**src/logic/sss_pkg.sv**
```systemverilog
// Package: constants and types for the supply supervisor sleep control block
package sss_pkg;
	localparam int unsigned CLK_MHZ        = 50;
	localparam int unsigned OVERSHOOT_NS   = 6000;
	localparam int unsigned SHORT_MASK_NS  = 2000;
	localparam int unsigned LONG_MASK_NS   = 150000;
	localparam int unsigned ENTRY_GUARD_NS = 1000;
	localparam int unsigned OVERSHOOT_CYC  = (OVERSHOOT_NS * CLK_MHZ) / 1000;
	localparam int unsigned SHORT_MASK_CYC =
		(SHORT_MASK_NS * CLK_MHZ + 999) / 1000;
	localparam int unsigned LONG_MASK_CYC  =
		(LONG_MASK_NS * CLK_MHZ + 999) / 1000;
	localparam int unsigned ENTRY_GUARD_CYC =
		(ENTRY_GUARD_NS * CLK_MHZ) / 1000;
	localparam int unsigned CNT_W          = 14;
	localparam logic [1:0]  UNIT_OFF       = 2'h0;
	localparam logic [1:0]  UNIT_NORMAL    = 2'h1;
	localparam logic [1:0]  UNIT_FULL      = 2'h2;
	localparam logic        FLAG_RST       = 1'b0;

	typedef enum logic [1:0] {
		SSS_ACTIVE,
		SSS_LIGHT,
		SSS_DEEP
	} sss_pmode_t;

	typedef enum {
		SSS_ST_IDLE,
		SSS_ST_WAIT
	} sss_mask_st_t;
endpackage : sss_pkg

```
**src/logic/sss_settle_mask.sv**
```systemverilog
// Settling-delay counter: pending flag and comparator result mask
module sss_settle_mask
	import sss_pkg::*;
(
	// Clock and reset
	input  wire logic i_mclk,
	input  wire logic i_resetn,
	// Control
	input  wire logic i_start,
	input  wire logic i_short,
	// Status
	output logic      o_pending
);
	sss_mask_st_t     state_r;
	logic [CNT_W-1:0] cnt_r;
	wire  [CNT_W-1:0] load_val = i_short ? CNT_W'(SHORT_MASK_CYC - 1)
		: CNT_W'(LONG_MASK_CYC - 1);
	wire              done     = (state_r == SSS_ST_WAIT) && (cnt_r == '0);

	always_ff @(posedge i_mclk or negedge i_resetn) begin
		if (!i_resetn) begin
			state_r <= SSS_ST_IDLE;
			cnt_r   <= '0;
		end else if (i_start) begin
			state_r <= SSS_ST_WAIT;
			cnt_r   <= load_val;
		end else begin
			case (state_r)
				SSS_ST_IDLE: state_r <= SSS_ST_IDLE;
				SSS_ST_WAIT: begin
					if (done) begin
						state_r <= SSS_ST_IDLE;
					end
					cnt_r <= cnt_r - CNT_W'(1);
				end
				default: state_r <= SSS_ST_IDLE;
			endcase
		end
	end

	// Restart wins over expiry so a fresh write is never lost
	assign o_pending = (state_r == SSS_ST_WAIT);

	a_pend_after_start: assert property (@(posedge i_mclk)
		disable iff (!i_resetn) i_start |=> o_pending)
		else $error("pending flag not set after start");
	a_short_expiry: assert property (@(posedge i_mclk)
		disable iff (!i_resetn)
		(i_start && i_short) ##1 (!i_start)[*8] |-> o_pending)
		else $error("short mask ended too early");
	c_settle_done: cover property (@(posedge i_mclk)
		disable iff (!i_resetn) $fell(o_pending));
endmodule // sss_settle_mask

```
**src/logic/sss_supply_supervisor.sv**
```systemverilog
// Top: supervisor/monitor mode decode, settling masks, wake control; clock gate enable tied high
module sss_supply_supervisor
	import sss_pkg::*;
(
	// Clock and resets
	input  wire logic       i_mclk,
	input  wire logic       i_resetn,
	input  wire logic       i_soft_reset,
	// Power mode
	input  wire logic [1:0] i_pmode,
	input  wire logic       i_sub_clk_from_osc,
	input  wire logic       i_wake_irq,
	// Low side control register fields
	input  wire logic       i_low_ctl_write,
	input  wire logic       i_low_supervisor_enable,
	input  wire logic       i_low_supervisor_sleep_keep,
	input  wire logic       i_low_supervisor_fast_perf,
	input  wire logic       i_low_monitor_enable,
	input  wire logic       i_low_monitor_fast_perf,
	input  wire logic       i_low_side_auto_control,
	// High side control register fields
	input  wire logic       i_high_ctl_write,
	input  wire logic       i_high_supervisor_enable,
	input  wire logic       i_high_supervisor_sleep_keep,
	input  wire logic       i_high_supervisor_fast_perf,
	input  wire logic       i_high_monitor_enable,
	input  wire logic       i_high_monitor_fast_perf,
	input  wire logic       i_high_side_auto_control,
	input  wire logic       i_overvoltage_guard_enable,
	// Comparator results and event routing
	input  wire logic       i_low_sup_trip,
	input  wire logic       i_low_mon_trip,
	input  wire logic       i_high_mon_trip,
	input  wire logic       i_low_event_por_sel,
	// Unit states
	output logic [1:0]      o_low_supervisor_state,
	output logic [1:0]      o_low_monitor_state,
	output logic [1:0]      o_high_supervisor_state,
	output logic [1:0]      o_high_monitor_state,
	// Status and actions
	output logic            o_low_settle_pending_flag,
	output logic            o_high_settle_pending_flag,
	output logic            o_slow_wakeup,
	output logic            o_sub_clk_gate_en,
	output logic            o_por_req,
	output logic            o_low_event_irq,
	output logic            o_wake
);
	// Supervisor decode shared by both sides
	function automatic logic [1:0] sup_dec(input logic en, input logic keep,
		input logic fp, input logic aut, input logic deep);
		logic [1:0] act;
		act = fp ? UNIT_FULL : UNIT_NORMAL;
		if (!en) sup_dec = UNIT_OFF;
		else if (!deep) sup_dec = act;
		else if (!keep) sup_dec = UNIT_OFF;
		else if (!aut) sup_dec = act;
		else sup_dec = fp ? UNIT_NORMAL : UNIT_OFF;
	endfunction

	// Monitor decode: automatic control steps down one level in deep sleep
	function automatic logic [1:0] mon_dec(input logic en, input logic fp,
		input logic aut, input logic deep);
		logic [1:0] act;
		act = fp ? UNIT_FULL : UNIT_NORMAL;
		if (!en) mon_dec = UNIT_OFF;
		else if (!deep || !aut) mon_dec = act;
		else mon_dec = fp ? UNIT_NORMAL : UNIT_OFF;
	endfunction

	wire deep = (i_pmode == SSS_DEEP);
	wire rst_n_int = i_resetn;

	wire [1:0] low_sup_nxt = sup_dec(i_low_supervisor_enable,
		i_low_supervisor_sleep_keep, i_low_supervisor_fast_perf,
		i_low_side_auto_control, deep);
	wire [1:0] low_mon_nxt = mon_dec(i_low_monitor_enable,
		i_low_monitor_fast_perf, i_low_side_auto_control, deep);
	wire [1:0] high_sup_nxt = sup_dec(i_high_supervisor_enable,
		i_high_supervisor_sleep_keep, i_high_supervisor_fast_perf,
		i_high_side_auto_control, deep);
	// Automatic high side keeps the monitor fully off in deep sleep, so the
	// overvoltage guard cannot trip on the wake-up transient
	wire high_mon_auto_off = deep && i_high_side_auto_control;
	wire [1:0] high_mon_dec = mon_dec(i_high_monitor_enable,
		i_high_monitor_fast_perf, i_high_side_auto_control, deep);
	wire [1:0] high_mon_nxt = high_mon_auto_off ? UNIT_OFF : high_mon_dec;

	wire low_sup_normal = i_low_supervisor_enable
		&& !i_low_supervisor_fast_perf;
	wire low_mon_normal = i_low_monitor_enable && !i_low_monitor_fast_perf;
	wire slow_nxt = low_sup_normal || low_mon_normal;

	logic [1:0] low_sup_r;
	logic [1:0] low_mon_r;
	logic [1:0] high_sup_r;
	logic [1:0] high_mon_r;
	logic       slow_r;
	logic       deep_r;
	logic       por_r;
	logic       irq_r;
	logic       sleep_ok_r;
	logic [8:0] ovs_cnt_r;
	logic [5:0] entry_cnt_r;

	always_ff @(posedge i_mclk or negedge rst_n_int) begin
		if (!rst_n_int) begin
			low_sup_r  <= UNIT_OFF;
			low_mon_r  <= UNIT_OFF;
			high_sup_r <= UNIT_OFF;
			high_mon_r <= UNIT_OFF;
			slow_r     <= FLAG_RST;
			deep_r     <= FLAG_RST;
		end else begin
			low_sup_r  <= low_sup_nxt;
			low_mon_r  <= low_mon_nxt;
			high_sup_r <= high_sup_nxt;
			high_mon_r <= high_mon_nxt;
			slow_r     <= slow_nxt;
			deep_r     <= deep;
		end
	end

	// Re-enable of a comparator restarts its settle mask
	wire low_reen = (low_sup_r == UNIT_OFF && low_sup_nxt != UNIT_OFF)
		|| (low_mon_r == UNIT_OFF && low_mon_nxt != UNIT_OFF);
	wire high_reen = (high_sup_r == UNIT_OFF && high_sup_nxt != UNIT_OFF)
		|| (high_mon_r == UNIT_OFF && high_mon_nxt != UNIT_OFF);
	wire low_short = i_low_supervisor_fast_perf;
	wire high_short = i_high_supervisor_fast_perf;

	sss_settle_mask u_low_mask (
		.i_mclk    (i_mclk),
		.i_resetn  (i_resetn),
		.i_start   (i_low_ctl_write || low_reen),
		.i_short   (low_short),
		.o_pending (o_low_settle_pending_flag)
	);

	sss_settle_mask u_high_mask (
		.i_mclk    (i_mclk),
		.i_resetn  (i_resetn),
		.i_start   (i_high_ctl_write || high_reen),
		.i_short   (high_short),
		.o_pending (o_high_settle_pending_flag)
	);

	// Comparator results count only once settled
	wire low_event = !o_low_settle_pending_flag &&
		((i_low_sup_trip && low_sup_r != UNIT_OFF)
		|| (i_low_mon_trip && low_mon_r != UNIT_OFF));
	wire ovp_trip = i_overvoltage_guard_enable && i_high_mon_trip
		&& high_mon_r != UNIT_OFF && !o_high_settle_pending_flag;

	wire wake_exit = deep_r && !deep;
	// Oscillator only overshoots after deep sleep; the clock is never gated
	// then, which is the hazard software must plan around
	wire ovs_start = wake_exit && i_sub_clk_from_osc;
	// A wake request right after deep entry while a control write is still
	// settling can lose the wake; only a reset clears that condition
	wire wake_stuck = deep && i_wake_irq && (entry_cnt_r != '0)
		&& (o_low_settle_pending_flag || o_high_settle_pending_flag);

	always_ff @(posedge i_mclk or negedge rst_n_int) begin
		if (!rst_n_int) begin
			por_r       <= FLAG_RST;
			irq_r       <= FLAG_RST;
			ovs_cnt_r   <= '0;
			entry_cnt_r <= '0;
			sleep_ok_r  <= 1'b1;
		end else begin
			por_r <= ovp_trip
				|| (low_event && i_low_event_por_sel);
			irq_r <= low_event && !i_low_event_por_sel;
			if (ovs_start) begin
				ovs_cnt_r <= 9'(OVERSHOOT_CYC);
			end else if (ovs_cnt_r != '0) begin
				ovs_cnt_r <= ovs_cnt_r - 9'(1);
			end
			if (i_soft_reset) begin
				sleep_ok_r  <= 1'b1;
				entry_cnt_r <= '0;
			end else begin
				if (wake_stuck) begin
					sleep_ok_r <= 1'b0;
				end
				if (deep && !deep_r) begin
					entry_cnt_r <= 6'(ENTRY_GUARD_CYC);
				end else if (entry_cnt_r != '0) begin
					entry_cnt_r <= entry_cnt_r - 6'(1);
				end
			end
		end
	end

	assign o_low_supervisor_state  = low_sup_r;
	assign o_low_monitor_state     = low_mon_r;
	assign o_high_supervisor_state = high_sup_r;
	assign o_high_monitor_state    = high_mon_r;
	assign o_slow_wakeup           = slow_r;
	assign o_sub_clk_gate_en       = 1'b1;
	assign o_por_req               = por_r;
	assign o_low_event_irq         = irq_r;
	assign o_wake                  = i_wake_irq && deep && sleep_ok_r;

	a_low_sup_off: assert property (@(posedge i_mclk) disable iff (!i_resetn)
		!i_low_supervisor_enable |=> o_low_supervisor_state == UNIT_OFF)
		else $error("disabled low supervisor not off");
	a_low_auto_deep: assert property (@(posedge i_mclk)
		disable iff (!i_resetn)
		(deep && i_low_side_auto_control && !i_low_supervisor_fast_perf)
		|=> o_low_supervisor_state == UNIT_OFF)
		else $error("auto low supervisor not off in deep sleep");
	a_low_mon_auto: assert property (@(posedge i_mclk) disable iff (!i_resetn)
		(deep && i_low_side_auto_control && i_low_monitor_enable
		&& i_low_monitor_fast_perf)
		|=> o_low_monitor_state == UNIT_NORMAL)
		else $error("auto low monitor not stepped down");
	a_high_mon_auto: assert property (@(posedge i_mclk)
		disable iff (!i_resetn)
		(deep && i_high_side_auto_control)
		|=> o_high_monitor_state == UNIT_OFF)
		else $error("auto high monitor active in deep sleep");
	a_high_sup_keep: assert property (@(posedge i_mclk)
		disable iff (!i_resetn)
		(deep && i_high_supervisor_enable && !i_high_supervisor_sleep_keep)
		|=> o_high_supervisor_state == UNIT_OFF)
		else $error("high supervisor not off in deep sleep");
	a_ovp_por: assert property (@(posedge i_mclk) disable iff (!i_resetn)
		ovp_trip |=> o_por_req)
		else $error("overvoltage trip without reset");
	a_slow_wake: assert property (@(posedge i_mclk) disable iff (!i_resetn)
		(i_low_monitor_enable && !i_low_monitor_fast_perf)
		|=> o_slow_wakeup)
		else $error("slow wake-up not selected");
	a_event_route: assert property (@(posedge i_mclk)
		disable iff (!i_resetn)
		low_event |=> (o_por_req || o_low_event_irq)
		&& !(o_low_event_irq && $past(i_low_event_por_sel)))
		else $error("low event misrouted");
	a_clock_ungated: assert property (@(posedge i_mclk)
		disable iff (!i_resetn)
		(ovs_start || ovs_cnt_r != '0) |-> o_sub_clk_gate_en)
		else $error("subsystem clock gated during overshoot");
	a_wake_blocked: assert property (@(posedge i_mclk)
		disable iff (!i_resetn)
		(wake_stuck && !i_soft_reset) |=> !sleep_ok_r)
		else $error("early wake request did not block wake");
	a_soft_recover: assert property (@(posedge i_mclk)
		disable iff (!i_resetn) i_soft_reset |=> sleep_ok_r)
		else $error("soft reset did not restore wake");

	c_deep_entry: cover property (@(posedge i_mclk) disable iff (!i_resetn)
		deep && !deep_r);
	c_wake_exit: cover property (@(posedge i_mclk) disable iff (!i_resetn)
		wake_exit);
	c_ovp: cover property (@(posedge i_mclk) disable iff (!i_resetn)
		o_por_req);
endmodule // sss_supply_supervisor

```
**config.mk**
```make
export PLATFORM = sky130hd
export DESIGN_NAME = sss_supply_supervisor
export DESIGN_NICKNAME = d
export VERILOG_FILES = /design/src/logic/sss_pkg.sv /design/src/logic/sss_settle_mask.sv /design/src/logic/sss_supply_supervisor.sv
export SDC_FILE = /design/constraint.sdc
export NUM_CORES = 1
export LEC_CHECK = 0
export ABC_AREA = 1
export BUFFER_PORTS_ARGS = -buffer_cell sky130_fd_sc_hd__buf_4
export CAP_MARGIN = 20
export CORE_MARGIN = 3
export CORE_UTILIZATION = 30
export CTS_BUF_LIST = sky130_fd_sc_hd__clkbuf_8
export CTS_CLUSTER_SIZE = 10
export DETAILED_ROUTE_END_ITERATION = 10
export SETUP_SLACK_MARGIN = 0.02
export SYNTH_ARGS = -nofsm -noshare
export SYNTH_HDL_FRONTEND = slang
export SYNTH_SLANG_ARGS = --single-unit
export TNS_END_PERCENT = 100
```
**constraint.sdc**
```tcl
create_clock -name i_mclk -period 1.3 [get_ports i_mclk]
set_clock_uncertainty 0.05 [all_clocks]
set_input_delay 0.065 -clock i_mclk [delete_from_list [all_inputs] [get_ports i_mclk]]
set_output_delay 0.065 -clock i_mclk [all_outputs]
set_load 0.005 [all_outputs]
```
==> results.json <==
{
  "wl_per_cell_um": 12.6,
  "unrepaired_setup_endpoints_after_global_routing": "true",
  "clock_network_power_share_pct": 24.5,
  "route.met2.wl_um": 4230,
  "maxSlewViolCount": 0,
  "postSynth.asyncResetShare_pct": 100,
  "non_filler_cells_final": 669,
  "hold_path_class": "primary input to register",
  "crit_arrival_ps": 1620,
  "io_buffer_count": 38,
  "failed_checks": "hold timing, setup timing",
  "ant_nets": 0,
  "clock-sinks": 49,
  "detail_route.drc_violations": 0,
  "timing.final.crit_share_pct": 113,
  "power_per_cell_area_nw_per_um2": 1100,
  "start_util_pct": 31.4,
  "ctsLongestPathBuffers": 2,
  "detailed_place.area_um2": 3950,
  "grt_pass1_vias": 3006,
  "maximum_clock_frequency_ghz": 0.684,
  "synth_largest_type_area_fraction_pct": 40.9,
  "core_area_um2": 9370,
  "synth_ff_type": "sky130_fd_sc_hd__dfrtp_1",
  "htree_levels": 2,
  "pwr-share-comb_pct": 39.8,
  "power.leakage_nw": 2.33,
  "finalWorstSetupSlack_ps": -163,
  "synth_most_common_cell": "sky130_fd_sc_hd__nand2_1",
  "antenna_found_initial": 0,
  "synth_top_family_by_area": "simple AND/OR/NAND/NOR gates",
  "netlist.top_cell.by_area": "sky130_fd_sc_hd__dfrtp_1",
  "syn_area_per_cell_um2": 7.54,
  "worst-endpoint-required_ps": 1460,
  "worstSkewPairLatency_ps": 310,
  "dp_hpwl_um": 5730,
  "grt_overflow": 0,
  "diodes": 0,
  "synthCells": 390,
  "postLayoutCellArea_um2": 4800,
  "cap_viol_max_count": 0,
  "xor_xnor_fraction_of_synth_area_pct": 3.28,
  "synth_nets": 425,
  "share_of_post_route_cells_with_drive_strength_above_1_pct": 47.2,
  "drt_first_pass_iters": 4,
  "largest_net_degree_at_the_start_of_global_routing": 27,
  "die_width_um": 105,
  "final-setup-viol-count": 20,
  "critical_path_class": "register to register",
  "synth_edf_count": 0,
  "final_nets": 574,
  "netSwitchingPower_mw": 1.76,
  "design.portCount": 41,
  "grt_first_pass_wirelength_um": 13700,
  "status": "finished, violations left",
  "tritoncts_clock_tree": "built",
  "numCtsBuffers": 5,
  "netlist_top_cells_count": "sky130_fd_sc_hd__nand2_1, sky130_fd_sc_hd__dfrtp_1, sky130_fd_sc_hd__nor2_1",
  "gp_routability_congestion": 0.890,
  "ctsRootBufferMaster": "sky130_fd_sc_hd__clkbuf_8",
  "die_area_um2": 11000,
  "area_growth_syn_to_layout_pct": 63.2,
  "drt_first_iter_violations": 123,
  "detailroute.wirelength.met3_um": 317,
  "power.switching_fraction_pct": 33.3,
  "synth_sequential_area_ratio_pct": 41.8,
  "detail_route.wirelength.met1_um": 3720,
  "ir_worst_vdd_mv": 0.495,
  "multiplexer_share_of_the_synthesized_area_pct": 0,
  "floorplan.rows": 35,
  "timing.critical_path.from_type": "register",
  "hold_violations_final": 1,
  "synth-adder-area-share_pct": 3.83,
  "synth_compound_area_share_pct": 6.60,
  "ys_top_cells_by_area": "sky130_fd_sc_hd__dfrtp_1, sky130_fd_sc_hd__nand2_1, sky130_fd_sc_hd__nor2_1",
  "count_of_state_elements_after_synthesis": 49,
  "internal-power_mw": 3.52,
  "synth-warning-count": 0,
  "final.min_clock_period_ps": 1460,
  "crit_path_end_kind": "register",
  "routed.top_layer": "met4",
  "dr_total_vias": 3035,
  "synth_simple_gate_area_share_pct": 37.5,
  "critical_path_peak_fanout": 3,
  "post_synth_instance_area_um2": 2940,
  "dp.cells": 621,
  "fp.dieH_um": 105,
  "gr-usage-all-layers_pct": 14.9,
  "drt-vias-per-instance": 4.54,
  "power_frac_seq_pct": 35.7,
  "post_synth_num_cell_types": 35,
  "final.hold.worst_slack_ps": -18.9,
  "routed_wirelength_um": 8410,
  "clk_transition_reported_paths_ps": 90
}
==> power by group through the flow <==
stage,clock (mW),combinational [mW],sequential [mW]
after detailed placement,0,1.59,1.87
after floorplan,0,0.862,1.86
after global routing,1.38,2.35,1.91
after global placement,0,1.57,1.86
after CTS,1.33,1.87,1.85
final,1.30,2.10,1.88
==> final timing paths <==
path                                      start                    to  slack [ps]  cells past startpoint
setup / recovery            u_low_mask.cnt_r[3]  u_low_mask.cnt_r[12]        -160                     10
hold / removal             i_low_monitor_enable         o_slow_wakeup         -20                      3
setup reg to reg            u_low_mask.cnt_r[3]  u_low_mask.cnt_r[12]        -160                     10
hold reg to reg                      sleep_ok_r            sleep_ok_r         470                      2
max in group asynchronous              i_resetn   u_low_mask.cnt_r[4]         590                      3
min in group asynchronous              i_resetn  u_high_mask.cnt_r[8]         170                      2
==> metal layers <==
layer  up-vias  global-route usage, %
met5         -                      0
met4         0                   4.78
met3        13                   2.29
met2        76                   25.8
met1      1423                   19.0
li1       1523                      -
==> logic make-up (layout without fill, tap and decap cells) <==
kind of cell / after synthesis / after routing
flops: 49 / 49
compound gates: 31 / 31
other cells: 1 / 1
simple gates: 238 / 238
buf+inv: 51 / 201
xor+xnor: 11 / 11
fa+ha+maj: 9 / 9
==> layout make-up <==
class                           instances  area, µm²
Clock inverter                          3       65.1
Inverter                               49        208
Multi-Input combinational cell        290       1890
Tap cell                              129        161
Sequential cell                        49       1230
Fill cell                             878       4570
Clock buffer                            5       68.8
Timing Repair Buffer                  144       1170
==> layout by cell type, fill, tap and decap left out, types with 6 or more instances in the layout <==
| cell | instances |
|---|---|
| sky130_fd_sc_hd__a21oi_1 | 8 |
| sky130_fd_sc_hd__buf_4 | 119 |
| sky130_fd_sc_hd__buf_6 | 10 |
| sky130_fd_sc_hd__dfrtp_1 | 43 |
| sky130_fd_sc_hd__dlygate4sd3_1 | 13 |
| sky130_fd_sc_hd__inv_1 | 34 |
| sky130_fd_sc_hd__inv_2 | 11 |
| sky130_fd_sc_hd__nand2_1 | 103 |
| sky130_fd_sc_hd__nand2_2 | 19 |
| sky130_fd_sc_hd__nand2_4 | 10 |
| sky130_fd_sc_hd__nand3_1 | 24 |
| sky130_fd_sc_hd__nand3_2 | 8 |
| sky130_fd_sc_hd__nand4_1 | 7 |
| sky130_fd_sc_hd__nor2_1 | 21 |
| sky130_fd_sc_hd__nor2_2 | 16 |
| sky130_fd_sc_hd__nor2_4 | 15 |
| sky130_fd_sc_hd__o21ai_1 | 7 |
| sky130_fd_sc_hd__xor2_1 | 6 |
==> flip-flops by register name (all words and copies together) (netlist names), 2 cells and up <==
| register | flops |
|---|---|
| o_high_supervisor_state | 2 |
| u_high_mask.cnt_r | 14 |
| o_high_monitor_state | 2 |
| o_low_supervisor_state | 2 |
| o_low_monitor_state | 2 |
| u_low_mask.cnt_r | 14 |
| entry_cnt_r | 6 |
==> stage by stage <==
stage                     worst slack, ps  power [mW]  util [%]  setup TNS (ps)
after CTS                            -110        5.06      48.8            -877
final                                -163        5.28      51.2           -1670
after global placement               -339        3.43      42.2           -5270
after detailed placement             -391        3.46      42.2           -6110
after global routing                 -226        5.63      51.2           -3830
after floorplan                      -192        2.72         -           -2000
==> critical path: stages (launching register included) <==
cell and delay, ps:
sky130_fd_sc_hd__dfrtp_1 460, sky130_fd_sc_hd__nor2_2 190, sky130_fd_sc_hd__nand2_1 90, sky130_fd_sc_hd__nor2_1 150
sky130_fd_sc_hd__nand2_1 80, sky130_fd_sc_hd__nand2_1 60, sky130_fd_sc_hd__nand2_1 60, sky130_fd_sc_hd__nand3_1 70
sky130_fd_sc_hd__nand2_1 60, sky130_fd_sc_hd__nand2_1 60, sky130_fd_sc_hd__nand2_1 40
==> what timing repair did <==
item                       CTS  global route
hold buffers                14             0
pin swaps                   37            39
gates resized for setup     55            58
hold endpoints to repair    57             0
setup buffers               23             8
setup endpoints to repair   31            37
No activity file was read; power rests on OpenSTA's default activity.
